$ cat src/bcr_pkg.sv
// bcr_pkg: register selects, field positions, reset values for the bias control register bank
// assumes: a serial front end outside delivers decoded 16-bit word writes and read selects
package bcr_pkg;

	// ====================================================================
	// register selects (command codes are decoded by the serial front end)
	localparam logic [3:0] SEL_ALARM_CFG = 4'h0;
	localparam logic [3:0] SEL_SCAN_CTRL = 4'h1;
	localparam logic [3:0] SEL_SHUTDOWN  = 4'h2;
	localparam logic [3:0] SEL_LOAD      = 4'h3;
	localparam logic [3:0] SEL_CLEAR     = 4'h4;
	localparam logic [3:0] SEL_THRU_HI1  = 4'h5;
	localparam logic [3:0] SEL_THRU_HI2  = 4'h6;
	localparam logic [3:0] SEL_THRU_LO1  = 4'h7;
	localparam logic [3:0] SEL_THRU_LO2  = 4'h8;
	localparam logic [3:0] SEL_WIPE_HI1  = 4'h9;
	localparam logic [3:0] SEL_WIPE_HI2  = 4'hA;
	localparam logic [3:0] SEL_WIPE_LO1  = 4'hB;
	localparam logic [3:0] SEL_WIPE_LO2  = 4'hC;
	localparam logic [3:0] SEL_FINE_CH1  = 4'hD;
	localparam logic [3:0] SEL_FINE_CH2  = 4'hE;
	localparam logic [3:0] SEL_FINECAL   = 4'hF;

	// ====================================================================
	// field positions
	localparam int ALM_FORCE1   = 7;
	localparam int ALM_FORCE2   = 6;
	localparam int ALM_POL      = 5;
	localparam int ALM_OPN      = 4;
	localparam int ALM_P1POL    = 3;
	localparam int ALM_P1OPN    = 2;
	localparam int ALM_P2POL    = 1;
	localparam int ALM_P2OPN    = 0;
	localparam int SCAN_REPEAT  = 7;
	localparam int SD_GLOBAL    = 7;
	localparam int SD_REF_ON    = 3;
	localparam int SD_OSC_PD    = 2;
	localparam int SD_DAC2_PD   = 1;
	localparam int SD_DAC1_PD   = 0;
	localparam int LD_FINE_CH2  = 5;
	localparam int LD_HI2       = 4;
	localparam int LD_LO2       = 3;
	localparam int LD_FINE_CH1  = 2;
	localparam int LD_HI1       = 1;
	localparam int LD_LO1       = 0;
	localparam int CL_TOTAL     = 9;
	localparam int CL_ARM       = 8;
	localparam int CL_QUEUE     = 6;
	localparam int CL_HI2       = 5;
	localparam int CL_LO2       = 4;
	localparam int CL_FINE_CH1  = 3;
	localparam int CL_HI1       = 2;
	localparam int CL_LO1       = 1;
	localparam int CL_FINE_CH2  = 0;
	localparam int WIPE_CAL     = 15;

	// ====================================================================
	// reset values and the reserved scan bit mask
	localparam logic [7:0]  ALM_RST      = 8'h00;
	localparam logic [7:0]  SCAN_RST     = 8'h00;
	localparam logic [7:0]  SHUT_RST     = 8'h83;
	localparam logic [8:0]  WIPE_IN_RST  = 9'h100;
	localparam logic [7:0]  CODE8_RST    = 8'h00;
	localparam logic [9:0]  CODE10_RST   = 10'h000;
	localparam logic [15:0] SCAN_RSV_MSK = 16'h0F00;

endpackage : bcr_pkg

$ cat src/bcr_pin_drv.sv
// bcr_pin_drv: polarity and drive-type stage for one alarm or protect pin
// assumes: the pad combines out and oe; a released open-drain pin is pulled up outside
module bcr_pin_drv
	import bcr_pkg::*;
(
	input  wire logic core_clk,
	input  wire logic rst_n,
	input  wire logic active,
	input  wire logic active_low,
	input  wire logic open_drain,
	output logic      pin_out,
	output logic      pin_oe
);

	typedef struct packed {
		logic lvl;
		logic oe;
	} bcr_pin_s;

	bcr_pin_s st_reg;
	bcr_pin_s st_next;
	logic     lvl;

	// ====================================================================
	// level and enable
	always_comb
	begin
		lvl        = active ^ active_low;
		st_next.lvl = lvl;
		// open drain only ever pulls low
		st_next.oe  = open_drain ? ~lvl : 1'b1;
	end

	always_ff @(posedge core_clk or negedge rst_n)
	begin
		if (!rst_n)
			st_reg <= '{lvl: 1'b0, oe: 1'b1};
		else
			st_reg <= st_next;
	end

	assign pin_out = st_reg.oe ? st_reg.lvl : 1'b0;
	assign pin_oe  = st_reg.oe;

	a_pin_open_drain : assert property (@(posedge core_clk) disable iff (!rst_n)
		$past(open_drain) |-> !(pin_oe && pin_out))
		else $error("open drain pin drove high");

endmodule : bcr_pin_drv

$ cat src/bcr_regs.sv
// bcr_regs: control register bank of a dual channel bias controller
// assumes: serial front end gives one-cycle wr_en with wr_sel/wr_data, and rd_sel for reads
// Operation
// force bit drives that channel's protect output active at once
// alert polarity bit picks active low; drive bit picks open drain
// each protect pin has own polarity and drive bit, all zero at reset
// host writes zeros to the four reserved scan bits
// repeat bit makes the converter loop its scan, else one scan
// seven select bits each add one converter source to the scan
// fine load copies the latest written of plain or calibrated input
// upper load moves upper input to output; autocal if its cal bit set
// lower load moves lower input to output; autocal if its cal bit set
// clear bits return matching input and output to power-on values
// full reset needs arm write then total-reset write, back to back
// after full reset device is shut down until shutdown register written
// queue clear bit empties result queue and its flags
// global power-down shuts all blocks, set at power-on
// reference force bit keeps the bandgap on, else converter controls it
// oscillator power-down bit stops the oscillator
// per-channel converter off bits, both set at reset
// upper write-through updates output at once, no strobe, no autocal
// lower write-through updates output at once, no strobe, no autocal
// write-through registers read back their stored contents
// load strobes self-clear right after the write
// leaving global power-down takes two writes; first ignores other bits
// wiper input top bit enables autocal, default one; low byte is code
// several strobes in one write update outputs in the same cycle
// clear beats load on the same converter
module bcr_regs
	import bcr_pkg::*;
(
	input  wire logic        core_clk,
	input  wire logic        resetn,
	input  wire logic        wr_en,
	input  wire logic [3:0]  wr_sel,
	input  wire logic [15:0] wr_data,
	input  wire logic        wr_fine_ch,
	input  wire logic [3:0]  rd_sel,
	output logic      [15:0] rd_data,
	input  wire logic        fault_ch1,
	input  wire logic        fault_ch2,
	input  wire logic        alert_active,
	output logic             protect_out_ch1,
	output logic             protect_oe_ch1,
	output logic             protect_out_ch2,
	output logic             protect_oe_ch2,
	output logic             alert_out,
	output logic             alert_oe,
	output logic             repeat_scan,
	output logic      [6:0]  scan_select,
	output logic             scan_start,
	output logic             result_queue_clear,
	output logic             global_powerdown,
	output logic             reference_force_on,
	output logic             oscillator_powerdown,
	output logic             converter_off_ch1,
	output logic             converter_off_ch2,
	output logic      [7:0]  upper_wiper_out_ch1,
	output logic      [7:0]  upper_wiper_out_ch2,
	output logic      [7:0]  lower_wiper_out_ch1,
	output logic      [7:0]  lower_wiper_out_ch2,
	output logic      [9:0]  fine_out_ch1,
	output logic      [9:0]  fine_out_ch2,
	output logic      [1:0]  fine_cal_apply,
	output logic      [3:0]  wiper_autocal_start
);

	typedef struct packed {
		logic [7:0]      alm;
		logic [7:0]      scan;
		logic [7:0]      shut;
		logic            armed;
		logic [1:0][8:0] hi_in;
		logic [1:0][8:0] lo_in;
		logic [1:0][7:0] hi_thru;
		logic [1:0][7:0] lo_thru;
		logic [1:0][7:0] hi_out;
		logic [1:0][7:0] lo_out;
		logic [1:0][9:0] fine_plain;
		logic [1:0][9:0] fine_cal;
		logic [1:0]      fine_last_cal;
		logic [1:0][9:0] fine_out;
		logic [1:0]      cal_apply;
		logic [3:0]      autocal;
		logic            scan_go;
		logic            q_clr;
	} bcr_state_s;

	bcr_state_s st_reg;
	bcr_state_s st_next;
	logic [1:0] rst_sync_reg;
	logic       rst_n;
	logic [5:0] ld;
	logic [5:0] cl;
	logic       total_rst;

	// ====================================================================
	// reset release
	always_ff @(posedge core_clk or negedge resetn)
	begin
		if (!resetn)
			rst_sync_reg <= 2'b00;
		else
			rst_sync_reg <= {rst_sync_reg[0], 1'b1};
	end
	assign rst_n = rst_sync_reg[1];

	function automatic bcr_state_s por_state();
		bcr_state_s s;
		s               = '0;
		s.alm           = ALM_RST;
		s.scan          = SCAN_RST;
		s.shut          = SHUT_RST;
		s.hi_in         = {2{WIPE_IN_RST}};
		s.lo_in         = {2{WIPE_IN_RST}};
		return s;
	endfunction : por_state

	// ====================================================================
	// write decode
	always_comb
	begin
		st_next           = st_reg;
		st_next.autocal   = 4'h0;
		st_next.scan_go   = 1'b0;
		st_next.q_clr     = 1'b0;
		ld                = 6'h00;
		cl                = 6'h00;
		total_rst         = 1'b0;
		if (wr_en)
		begin
			if (wr_sel != SEL_CLEAR)
				st_next.armed = 1'b0;
			case (wr_sel)
				SEL_ALARM_CFG: st_next.alm = wr_data[7:0];
				SEL_SCAN_CTRL:
				begin
					st_next.scan    = wr_data[7:0];
					st_next.scan_go = 1'b1;
				end
				SEL_SHUTDOWN:
				begin
					// first write out of power-down only drops the global bit
					if (st_reg.shut[SD_GLOBAL])
						st_next.shut[SD_GLOBAL] = wr_data[SD_GLOBAL];
					else
						st_next.shut = wr_data[7:0];
				end
				SEL_LOAD: ld = wr_data[5:0];
				SEL_CLEAR:
				begin
					cl            = wr_data[5:0];
					st_next.q_clr = wr_data[CL_QUEUE];
					total_rst     = st_reg.armed && wr_data[CL_TOTAL] && !wr_data[CL_ARM];
					st_next.armed = wr_data[CL_ARM] && !wr_data[CL_TOTAL];
				end
				SEL_THRU_HI1, SEL_THRU_HI2:
				begin
					st_next.hi_thru[wr_sel[0] ? 0 : 1] = wr_data[7:0];
					st_next.hi_out[wr_sel[0] ? 0 : 1]  = wr_data[7:0];
				end
				SEL_THRU_LO1, SEL_THRU_LO2:
				begin
					st_next.lo_thru[wr_sel[0] ? 0 : 1] = wr_data[7:0];
					st_next.lo_out[wr_sel[0] ? 0 : 1]  = wr_data[7:0];
				end
				SEL_WIPE_HI1, SEL_WIPE_HI2:
					st_next.hi_in[wr_sel[0] ? 0 : 1] = {wr_data[WIPE_CAL], wr_data[7:0]};
				SEL_WIPE_LO1, SEL_WIPE_LO2:
					st_next.lo_in[wr_sel[0] ? 0 : 1] = {wr_data[WIPE_CAL], wr_data[7:0]};
				SEL_FINE_CH1, SEL_FINE_CH2:
				begin
					st_next.fine_plain[wr_sel[0] ? 0 : 1]    = wr_data[9:0];
					st_next.fine_last_cal[wr_sel[0] ? 0 : 1] = 1'b0;
				end
				SEL_FINECAL:
				begin
					st_next.fine_cal[wr_fine_ch]      = wr_data[9:0];
					st_next.fine_last_cal[wr_fine_ch] = 1'b1;
				end
				default: st_next.armed = 1'b0;
			endcase
		end
		// all strobes act in this one cycle
		if (ld[LD_HI1])
		begin
			st_next.hi_out[0]  = st_reg.hi_in[0][7:0];
			st_next.autocal[0] = st_reg.hi_in[0][8];
		end
		if (ld[LD_HI2])
		begin
			st_next.hi_out[1]  = st_reg.hi_in[1][7:0];
			st_next.autocal[1] = st_reg.hi_in[1][8];
		end
		if (ld[LD_LO1])
		begin
			st_next.lo_out[0]  = st_reg.lo_in[0][7:0];
			st_next.autocal[2] = st_reg.lo_in[0][8];
		end
		if (ld[LD_LO2])
		begin
			st_next.lo_out[1]  = st_reg.lo_in[1][7:0];
			st_next.autocal[3] = st_reg.lo_in[1][8];
		end
		if (ld[LD_FINE_CH1])
		begin
			st_next.fine_out[0]  = st_reg.fine_last_cal[0] ? st_reg.fine_cal[0]
				: st_reg.fine_plain[0];
			st_next.cal_apply[0] = st_reg.fine_last_cal[0];
		end
		if (ld[LD_FINE_CH2])
		begin
			st_next.fine_out[1]  = st_reg.fine_last_cal[1] ? st_reg.fine_cal[1]
				: st_reg.fine_plain[1];
			st_next.cal_apply[1] = st_reg.fine_last_cal[1];
		end
		// clears after loads so the clear wins
		if (cl[CL_HI1])
		begin
			st_next.hi_in[0]   = WIPE_IN_RST;
			st_next.hi_out[0]  = CODE8_RST;
			st_next.autocal[0] = 1'b0;
		end
		if (cl[CL_HI2])
		begin
			st_next.hi_in[1]   = WIPE_IN_RST;
			st_next.hi_out[1]  = CODE8_RST;
			st_next.autocal[1] = 1'b0;
		end
		if (cl[CL_LO1])
		begin
			st_next.lo_in[0]   = WIPE_IN_RST;
			st_next.lo_out[0]  = CODE8_RST;
			st_next.autocal[2] = 1'b0;
		end
		if (cl[CL_LO2])
		begin
			st_next.lo_in[1]   = WIPE_IN_RST;
			st_next.lo_out[1]  = CODE8_RST;
			st_next.autocal[3] = 1'b0;
		end
		if (cl[CL_FINE_CH1])
		begin
			st_next.fine_plain[0]    = CODE10_RST;
			st_next.fine_cal[0]      = CODE10_RST;
			st_next.fine_last_cal[0] = 1'b0;
			st_next.fine_out[0]      = CODE10_RST;
			st_next.cal_apply[0]     = 1'b0;
		end
		if (cl[CL_FINE_CH2])
		begin
			st_next.fine_plain[1]    = CODE10_RST;
			st_next.fine_cal[1]      = CODE10_RST;
			st_next.fine_last_cal[1] = 1'b0;
			st_next.fine_out[1]      = CODE10_RST;
			st_next.cal_apply[1]     = 1'b0;
		end
		if (total_rst)
		begin
			st_next       = por_state();
			st_next.q_clr = 1'b1;
		end
	end

	always_ff @(posedge core_clk or negedge rst_n)
	begin
		if (!rst_n)
			st_reg <= por_state();
		else
			st_reg <= st_next;
	end

	// ====================================================================
	// read back
	always_comb
	begin
		case (rd_sel)
			SEL_ALARM_CFG: rd_data = {8'h00, st_reg.alm};
			SEL_THRU_HI1:  rd_data = {8'h00, st_reg.hi_thru[0]};
			SEL_THRU_HI2:  rd_data = {8'h00, st_reg.hi_thru[1]};
			SEL_THRU_LO1:  rd_data = {8'h00, st_reg.lo_thru[0]};
			SEL_THRU_LO2:  rd_data = {8'h00, st_reg.lo_thru[1]};
			SEL_WIPE_HI1:  rd_data = {st_reg.hi_in[0][8], 7'h00, st_reg.hi_in[0][7:0]};
			SEL_WIPE_HI2:  rd_data = {st_reg.hi_in[1][8], 7'h00, st_reg.hi_in[1][7:0]};
			SEL_WIPE_LO1:  rd_data = {st_reg.lo_in[0][8], 7'h00, st_reg.lo_in[0][7:0]};
			SEL_WIPE_LO2:  rd_data = {st_reg.lo_in[1][8], 7'h00, st_reg.lo_in[1][7:0]};
			default:       rd_data = 16'h0000;
		endcase
	end

	// ====================================================================
	// outputs
	assign repeat_scan          = st_reg.scan[SCAN_REPEAT];
	assign scan_select          = st_reg.scan[6:0];
	assign scan_start           = st_reg.scan_go;
	assign result_queue_clear   = st_reg.q_clr;
	assign global_powerdown     = st_reg.shut[SD_GLOBAL];
	// global power-down overrides, retained bits come back after
	assign reference_force_on   = st_reg.shut[SD_REF_ON] & ~st_reg.shut[SD_GLOBAL];
	assign oscillator_powerdown = st_reg.shut[SD_OSC_PD] | st_reg.shut[SD_GLOBAL];
	assign converter_off_ch1    = st_reg.shut[SD_DAC1_PD] | st_reg.shut[SD_GLOBAL];
	assign converter_off_ch2    = st_reg.shut[SD_DAC2_PD] | st_reg.shut[SD_GLOBAL];
	assign upper_wiper_out_ch1  = st_reg.hi_out[0];
	assign upper_wiper_out_ch2  = st_reg.hi_out[1];
	assign lower_wiper_out_ch1  = st_reg.lo_out[0];
	assign lower_wiper_out_ch2  = st_reg.lo_out[1];
	assign fine_out_ch1         = st_reg.fine_out[0];
	assign fine_out_ch2         = st_reg.fine_out[1];
	assign fine_cal_apply       = st_reg.cal_apply;
	assign wiper_autocal_start  = st_reg.autocal;

	bcr_pin_drv u_prot1 (
		.core_clk   (core_clk),
		.rst_n      (rst_n),
		.active     (st_reg.alm[ALM_FORCE1] | fault_ch1),
		.active_low (st_reg.alm[ALM_P1POL]),
		.open_drain (st_reg.alm[ALM_P1OPN]),
		.pin_out    (protect_out_ch1),
		.pin_oe     (protect_oe_ch1)
	);
	bcr_pin_drv u_prot2 (
		.core_clk   (core_clk),
		.rst_n      (rst_n),
		.active     (st_reg.alm[ALM_FORCE2] | fault_ch2),
		.active_low (st_reg.alm[ALM_P2POL]),
		.open_drain (st_reg.alm[ALM_P2OPN]),
		.pin_out    (protect_out_ch2),
		.pin_oe     (protect_oe_ch2)
	);
	bcr_pin_drv u_alert (
		.core_clk   (core_clk),
		.rst_n      (rst_n),
		.active     (alert_active),
		.active_low (st_reg.alm[ALM_POL]),
		.open_drain (st_reg.alm[ALM_OPN]),
		.pin_out    (alert_out),
		.pin_oe     (alert_oe)
	);

	// ====================================================================
	// checks
	a_force_prot1 : assert property (@(posedge core_clk) disable iff (!rst_n)
		st_reg.alm[ALM_FORCE1] && $stable(st_reg.alm) |=> (protect_oe_ch1 ? protect_out_ch1 : 1'b1)
		== ~$past(st_reg.alm[ALM_P1POL]))
		else $error("protect ch1 not forced");
	a_load_upper : assert property (@(posedge core_clk) disable iff (!rst_n)
		wr_en && wr_sel == SEL_LOAD && wr_data[LD_HI1] && !(0)
		|=> upper_wiper_out_ch1 == $past(st_reg.hi_in[0][7:0])
		&& wiper_autocal_start[0] == $past(st_reg.hi_in[0][8]))
		else $error("upper load wrong");
	a_clear_wins : assert property (@(posedge core_clk) disable iff (!rst_n)
		wr_en && wr_sel == SEL_CLEAR && wr_data[CL_LO1] |=> lower_wiper_out_ch1 == CODE8_RST)
		else $error("clear lost");
	a_thru_upper : assert property (@(posedge core_clk) disable iff (!rst_n)
		wr_en && wr_sel == SEL_THRU_HI2 |=> upper_wiper_out_ch2 == $past(wr_data[7:0])
		&& !wiper_autocal_start[1])
		else $error("write-through wrong");
	a_strobe_pulse : assert property (@(posedge core_clk) disable iff (!rst_n)
		wiper_autocal_start != 4'h0 |=> wiper_autocal_start == 4'h0 || $past(wr_en))
		else $error("strobe stuck");
	a_total_reset : assert property (@(posedge core_clk) disable iff (!rst_n)
		wr_en && wr_sel == SEL_CLEAR && wr_data[CL_TOTAL] && !wr_data[CL_ARM] && st_reg.armed
		|=> global_powerdown && converter_off_ch1 && st_reg.shut == SHUT_RST)
		else $error("full reset failed");
	a_pd_exit : assert property (@(posedge core_clk) disable iff (!rst_n)
		wr_en && wr_sel == SEL_SHUTDOWN && global_powerdown
		|=> st_reg.shut[6:0] == $past(st_reg.shut[6:0]))
		else $error("power-down exit took extra bits");
	a_fine_latest : assert property (@(posedge core_clk) disable iff (!rst_n)
		wr_en && wr_sel == SEL_LOAD && wr_data[LD_FINE_CH1] && st_reg.fine_last_cal[0]
		|=> fine_out_ch1 == $past(st_reg.fine_cal[0]) && fine_cal_apply[0])
		else $error("fine load source wrong");
	c_total_reset : cover property (@(posedge core_clk) disable iff (!rst_n)
		st_reg.armed ##1 global_powerdown);
	c_multi_load  : cover property (@(posedge core_clk) disable iff (!rst_n)
		wr_en && wr_sel == SEL_LOAD && wr_data[5:0] == 6'h3F);
	c_thru_read   : cover property (@(posedge core_clk) disable iff (!rst_n)
		rd_sel == SEL_THRU_LO1 && rd_data != 16'h0000);

endmodule : bcr_regs

$ cat config.mk
export PLATFORM = sky130hd
export DESIGN_NAME = bcr_regs
export DESIGN_NICKNAME = d
export VERILOG_FILES = /design/src/bcr_pkg.sv /design/src/bcr_pin_drv.sv /design/src/bcr_regs.sv
export SDC_FILE = /design/constraint.sdc
export NUM_CORES = 1
export LEC_CHECK = 0
export BUFFER_PORTS_ARGS = -buffer_cell sky130_fd_sc_hd__buf_2
export CAP_MARGIN = 20
export CORE_UTILIZATION = 40
export CTS_CLUSTER_SIZE = 24
export DETAILED_ROUTE_END_ITERATION = 16
export PLACE_DENSITY = 0.73
export SYNTH_ARGS = -nofsm -noshare
export SYNTH_HDL_FRONTEND = slang
export SYNTH_SLANG_ARGS = --single-unit
export TNS_END_PERCENT = 30
$ cat constraint.sdc
create_clock -name core_clk -period 6.2 [get_ports core_clk]
set_input_delay 0.62 -clock core_clk [delete_from_list [all_inputs] [get_ports core_clk]]
set_output_delay 0.62 -clock core_clk [all_outputs]
set_load 0.01 [all_outputs]
==> out/metrics.csv <==
metric,value,unit
status,"finished, final reports clean",
wl_per_cell,20.90,um
r2r_setup_slack,3.85,ns
pin_count,126,
cts_tree,done,
swShare,29.67,%
antenna_found_initial,0,
fin_area,10900,um2
cts_resized,0,
die_w,159.9,um
period_needed,2.964,ns
drv_slew,0,
synth_edf_count,0,
routed_wirelength,26120,um
gp_congestion,0.9012,
p_per_area,336.2,nW/um2
timing.fmax,337.4,MHz
worstSetupPathType,in -> out,
syn_area_per_cell,11.21,um2
htreeDepth,4,
grt_use_total,21.17,%
finalSetupViolCount,0,
most-common-layout-cells,"dfrtp_1, buf_2, mux2_2",
ys.flop_type,dfrtp_1,
clk_path_buf_depth,2,
yosysSeqAreaShare,50.29,%
grt-ovfl-total,0,
crit_required,5.58,ns
peakVddDrop,0.0002122,V
drive_gt1_share,28.73,%
die-area,25570,um2
grt_pass1_wl,41570,um
cp-end-kind,output port,
final_util,44.68,%
layout_commonest_cell,dfrtp_1,
vias_per_cell,5.657,
final_net_count,944,
finalCritPeriodShare,47.80,%
diodes,0,
postCtsSetupRepairBufs,0,
leakage,5.028,nW
arrival,2.34,ns
drc,0,
synthArstFlopShare,100.0,%
yosysWarnings,0,
vias,7071,
grt_pass1_vias,7003,
cts_sinks,200,
synth_area,9976,um2
cts.clk_slew.worst_paths,0.08,ns
final.setup.tns,0,ns
p_sw,0.001087,W
clkPwrFrac,32.4,%
grt_max_degree,77,
ant_nets,0,
area_growth,9.231,%
fin_worst_skew,0.01492,ns
cts_buffers,17,
startpoint_type,primary input,
synth_cell_types,71,
drt_iter0_drc,690,
dp.cells,1217,
cp_max_fo,25,
insertion_delay,0.45,ns
core,24390,um2
hold_violations,0,
holdCritPathClass,reg -> async,
slew_headroom,36.04,%
ctsHoldBuffers,1,
tightestPinTransition,0.9594,ns
placed_area,10260,um2
stdcell_count,1250,
cap_viol_max_count,0,
start_util,40.90,%
synth_cells,890,
rows,57,
port_buffers,113,
synth.ff_latch_count,200,
place_hpwl,18550,um
root_buffer,clkbuf_16,
drtPass1Iterations,5,
sequentialPowerShare,48.8,%
power.internal,0.002576,W
rsz0062_at_grt,no,
fp.dieH,159.9,um
p_comb_share,18.8,%
largest_reg_flops,123,
cell families after synthesis:
logic type / synth area share, %
AND/OR/NAND/NOR: 11.02
AO/OA/AOI/OAI: 15.80
XOR/XNOR: 0.3512
multiplexers: 13.46
other: 0.07528
flip-flops: 50.29
buffers and inverters: 8.993
routing by layer:
layer	routed length [um]	vias to the layer above	share of wire [%]	GRT usage [%]
met5	0	-	0	0
met4	1073	0	4.1	11.65
met3	1679	64	6.4	4.442
met2	11960	274	46	32.06
met1	11410	3547	44	28.35
li1	-	3186	-	-
stage by stage:
step / setup WS, ns / total power, W / hold slack (ns)
2_1_floorplan: 0.2316 / 0.002324 / 0.3244
3_3_place_gp: 3.065 / 0.002471 / 0.3389
3_5_place_dp: 3.016 / 0.002499 / 0.3426
4_1_cts: 3.262 / 0.003682 / 0.3518
5_1_grt: 3.120 / 0.003837 / 0.3614
6_report: 3.236 / 0.003663 / 0.3550
final timing paths:
kind                                  from                endpoint  cells after the start
max                              rd_sel[0]              rd_data[7]                      6
min                        rst_sync_reg[1]         fine_out_ch1[4]                      0
max reg2reg                    st_reg[170]              st_reg[44]                      4
min reg2reg                rst_sync_reg[1]         fine_out_ch1[4]                      0
max in group asynchronous  rst_sync_reg[1]  lower_wiper_out_ch2[5]                      1
min in group core_clk      rst_sync_reg[0]         rst_sync_reg[1]                      0
area by class of cell:
| type | instances | area, um2 |
|---|---|---|
| fill | 2272 | 13490 |
| multi-input combinational | 543 | 4094 |
| timing repair buffer | 123 | 646.9 |
| clock buffer | 18 | 439.2 |
| sequential | 200 | 5021 |
| tap | 324 | 405.4 |
| inverter | 28 | 105.1 |
| clock inverter | 14 | 185.2 |
worst max-delay path, cell delays in order:
cell and delay, ns:
buf_2 0.38, nor2_1 0.27, a22o_1 0.24, a222oi_1 0.39, o221ai_1 0.24, buf_2 0.19
power groups by stage:
| stage | logic, W | registers, W | clock network (W) |
|---|---|---|---|
| 3_3_place_gp | 0.000677 | 0.00179 | 0 |
| 6_report | 0.000689 | 0.00179 | 0.00119 |
| 2_1_floorplan | 0.000588 | 0.00174 | 0 |
| 5_1_grt | 0.000759 | 0.00182 | 0.00126 |
| 3_5_place_dp | 0.000693 | 0.00181 | 0 |
| 4_1_cts | 0.000697 | 0.00178 | 0.00120 |
synthesized netlist by cell type (4+ instances only):
master	count	share of area, %
dfrtp_1	190	48
buf_4	76	5.7
mux2_2	76	8.6
a22o_1	66	5.8
nor2_1	66	2.5
mux2i_1	43	4.3
nand2_1	42	1.6
inv_1	28	1.1
o21ai_0	28	1.4
clkbuf_1	27	1.0
a211oi_1	24	1.8
buf_2	18	0.90
and2_1	17	1.1
nor2b_1	17	1.1
and3_1	14	0.88
a22oi_1	12	0.90
nand3_1	12	0.60
dfstp_2	10	2.6
a31oi_1	8	0.50
nor3_1	8	0.40
o31ai_1	7	0.53
nand2b_1	5	0.31
nor3b_1	5	0.38
o221ai_1	5	0.44
or2_2	5	0.31
a21oi_1	4	0.20
a222oi_1	4	0.40
a32oi_1	4	0.35
nand3b_1	4	0.30
o211ai_1	4	0.30
o21a_1	4	0.30
No activity file was read; power rests on OpenSTA's default activity.
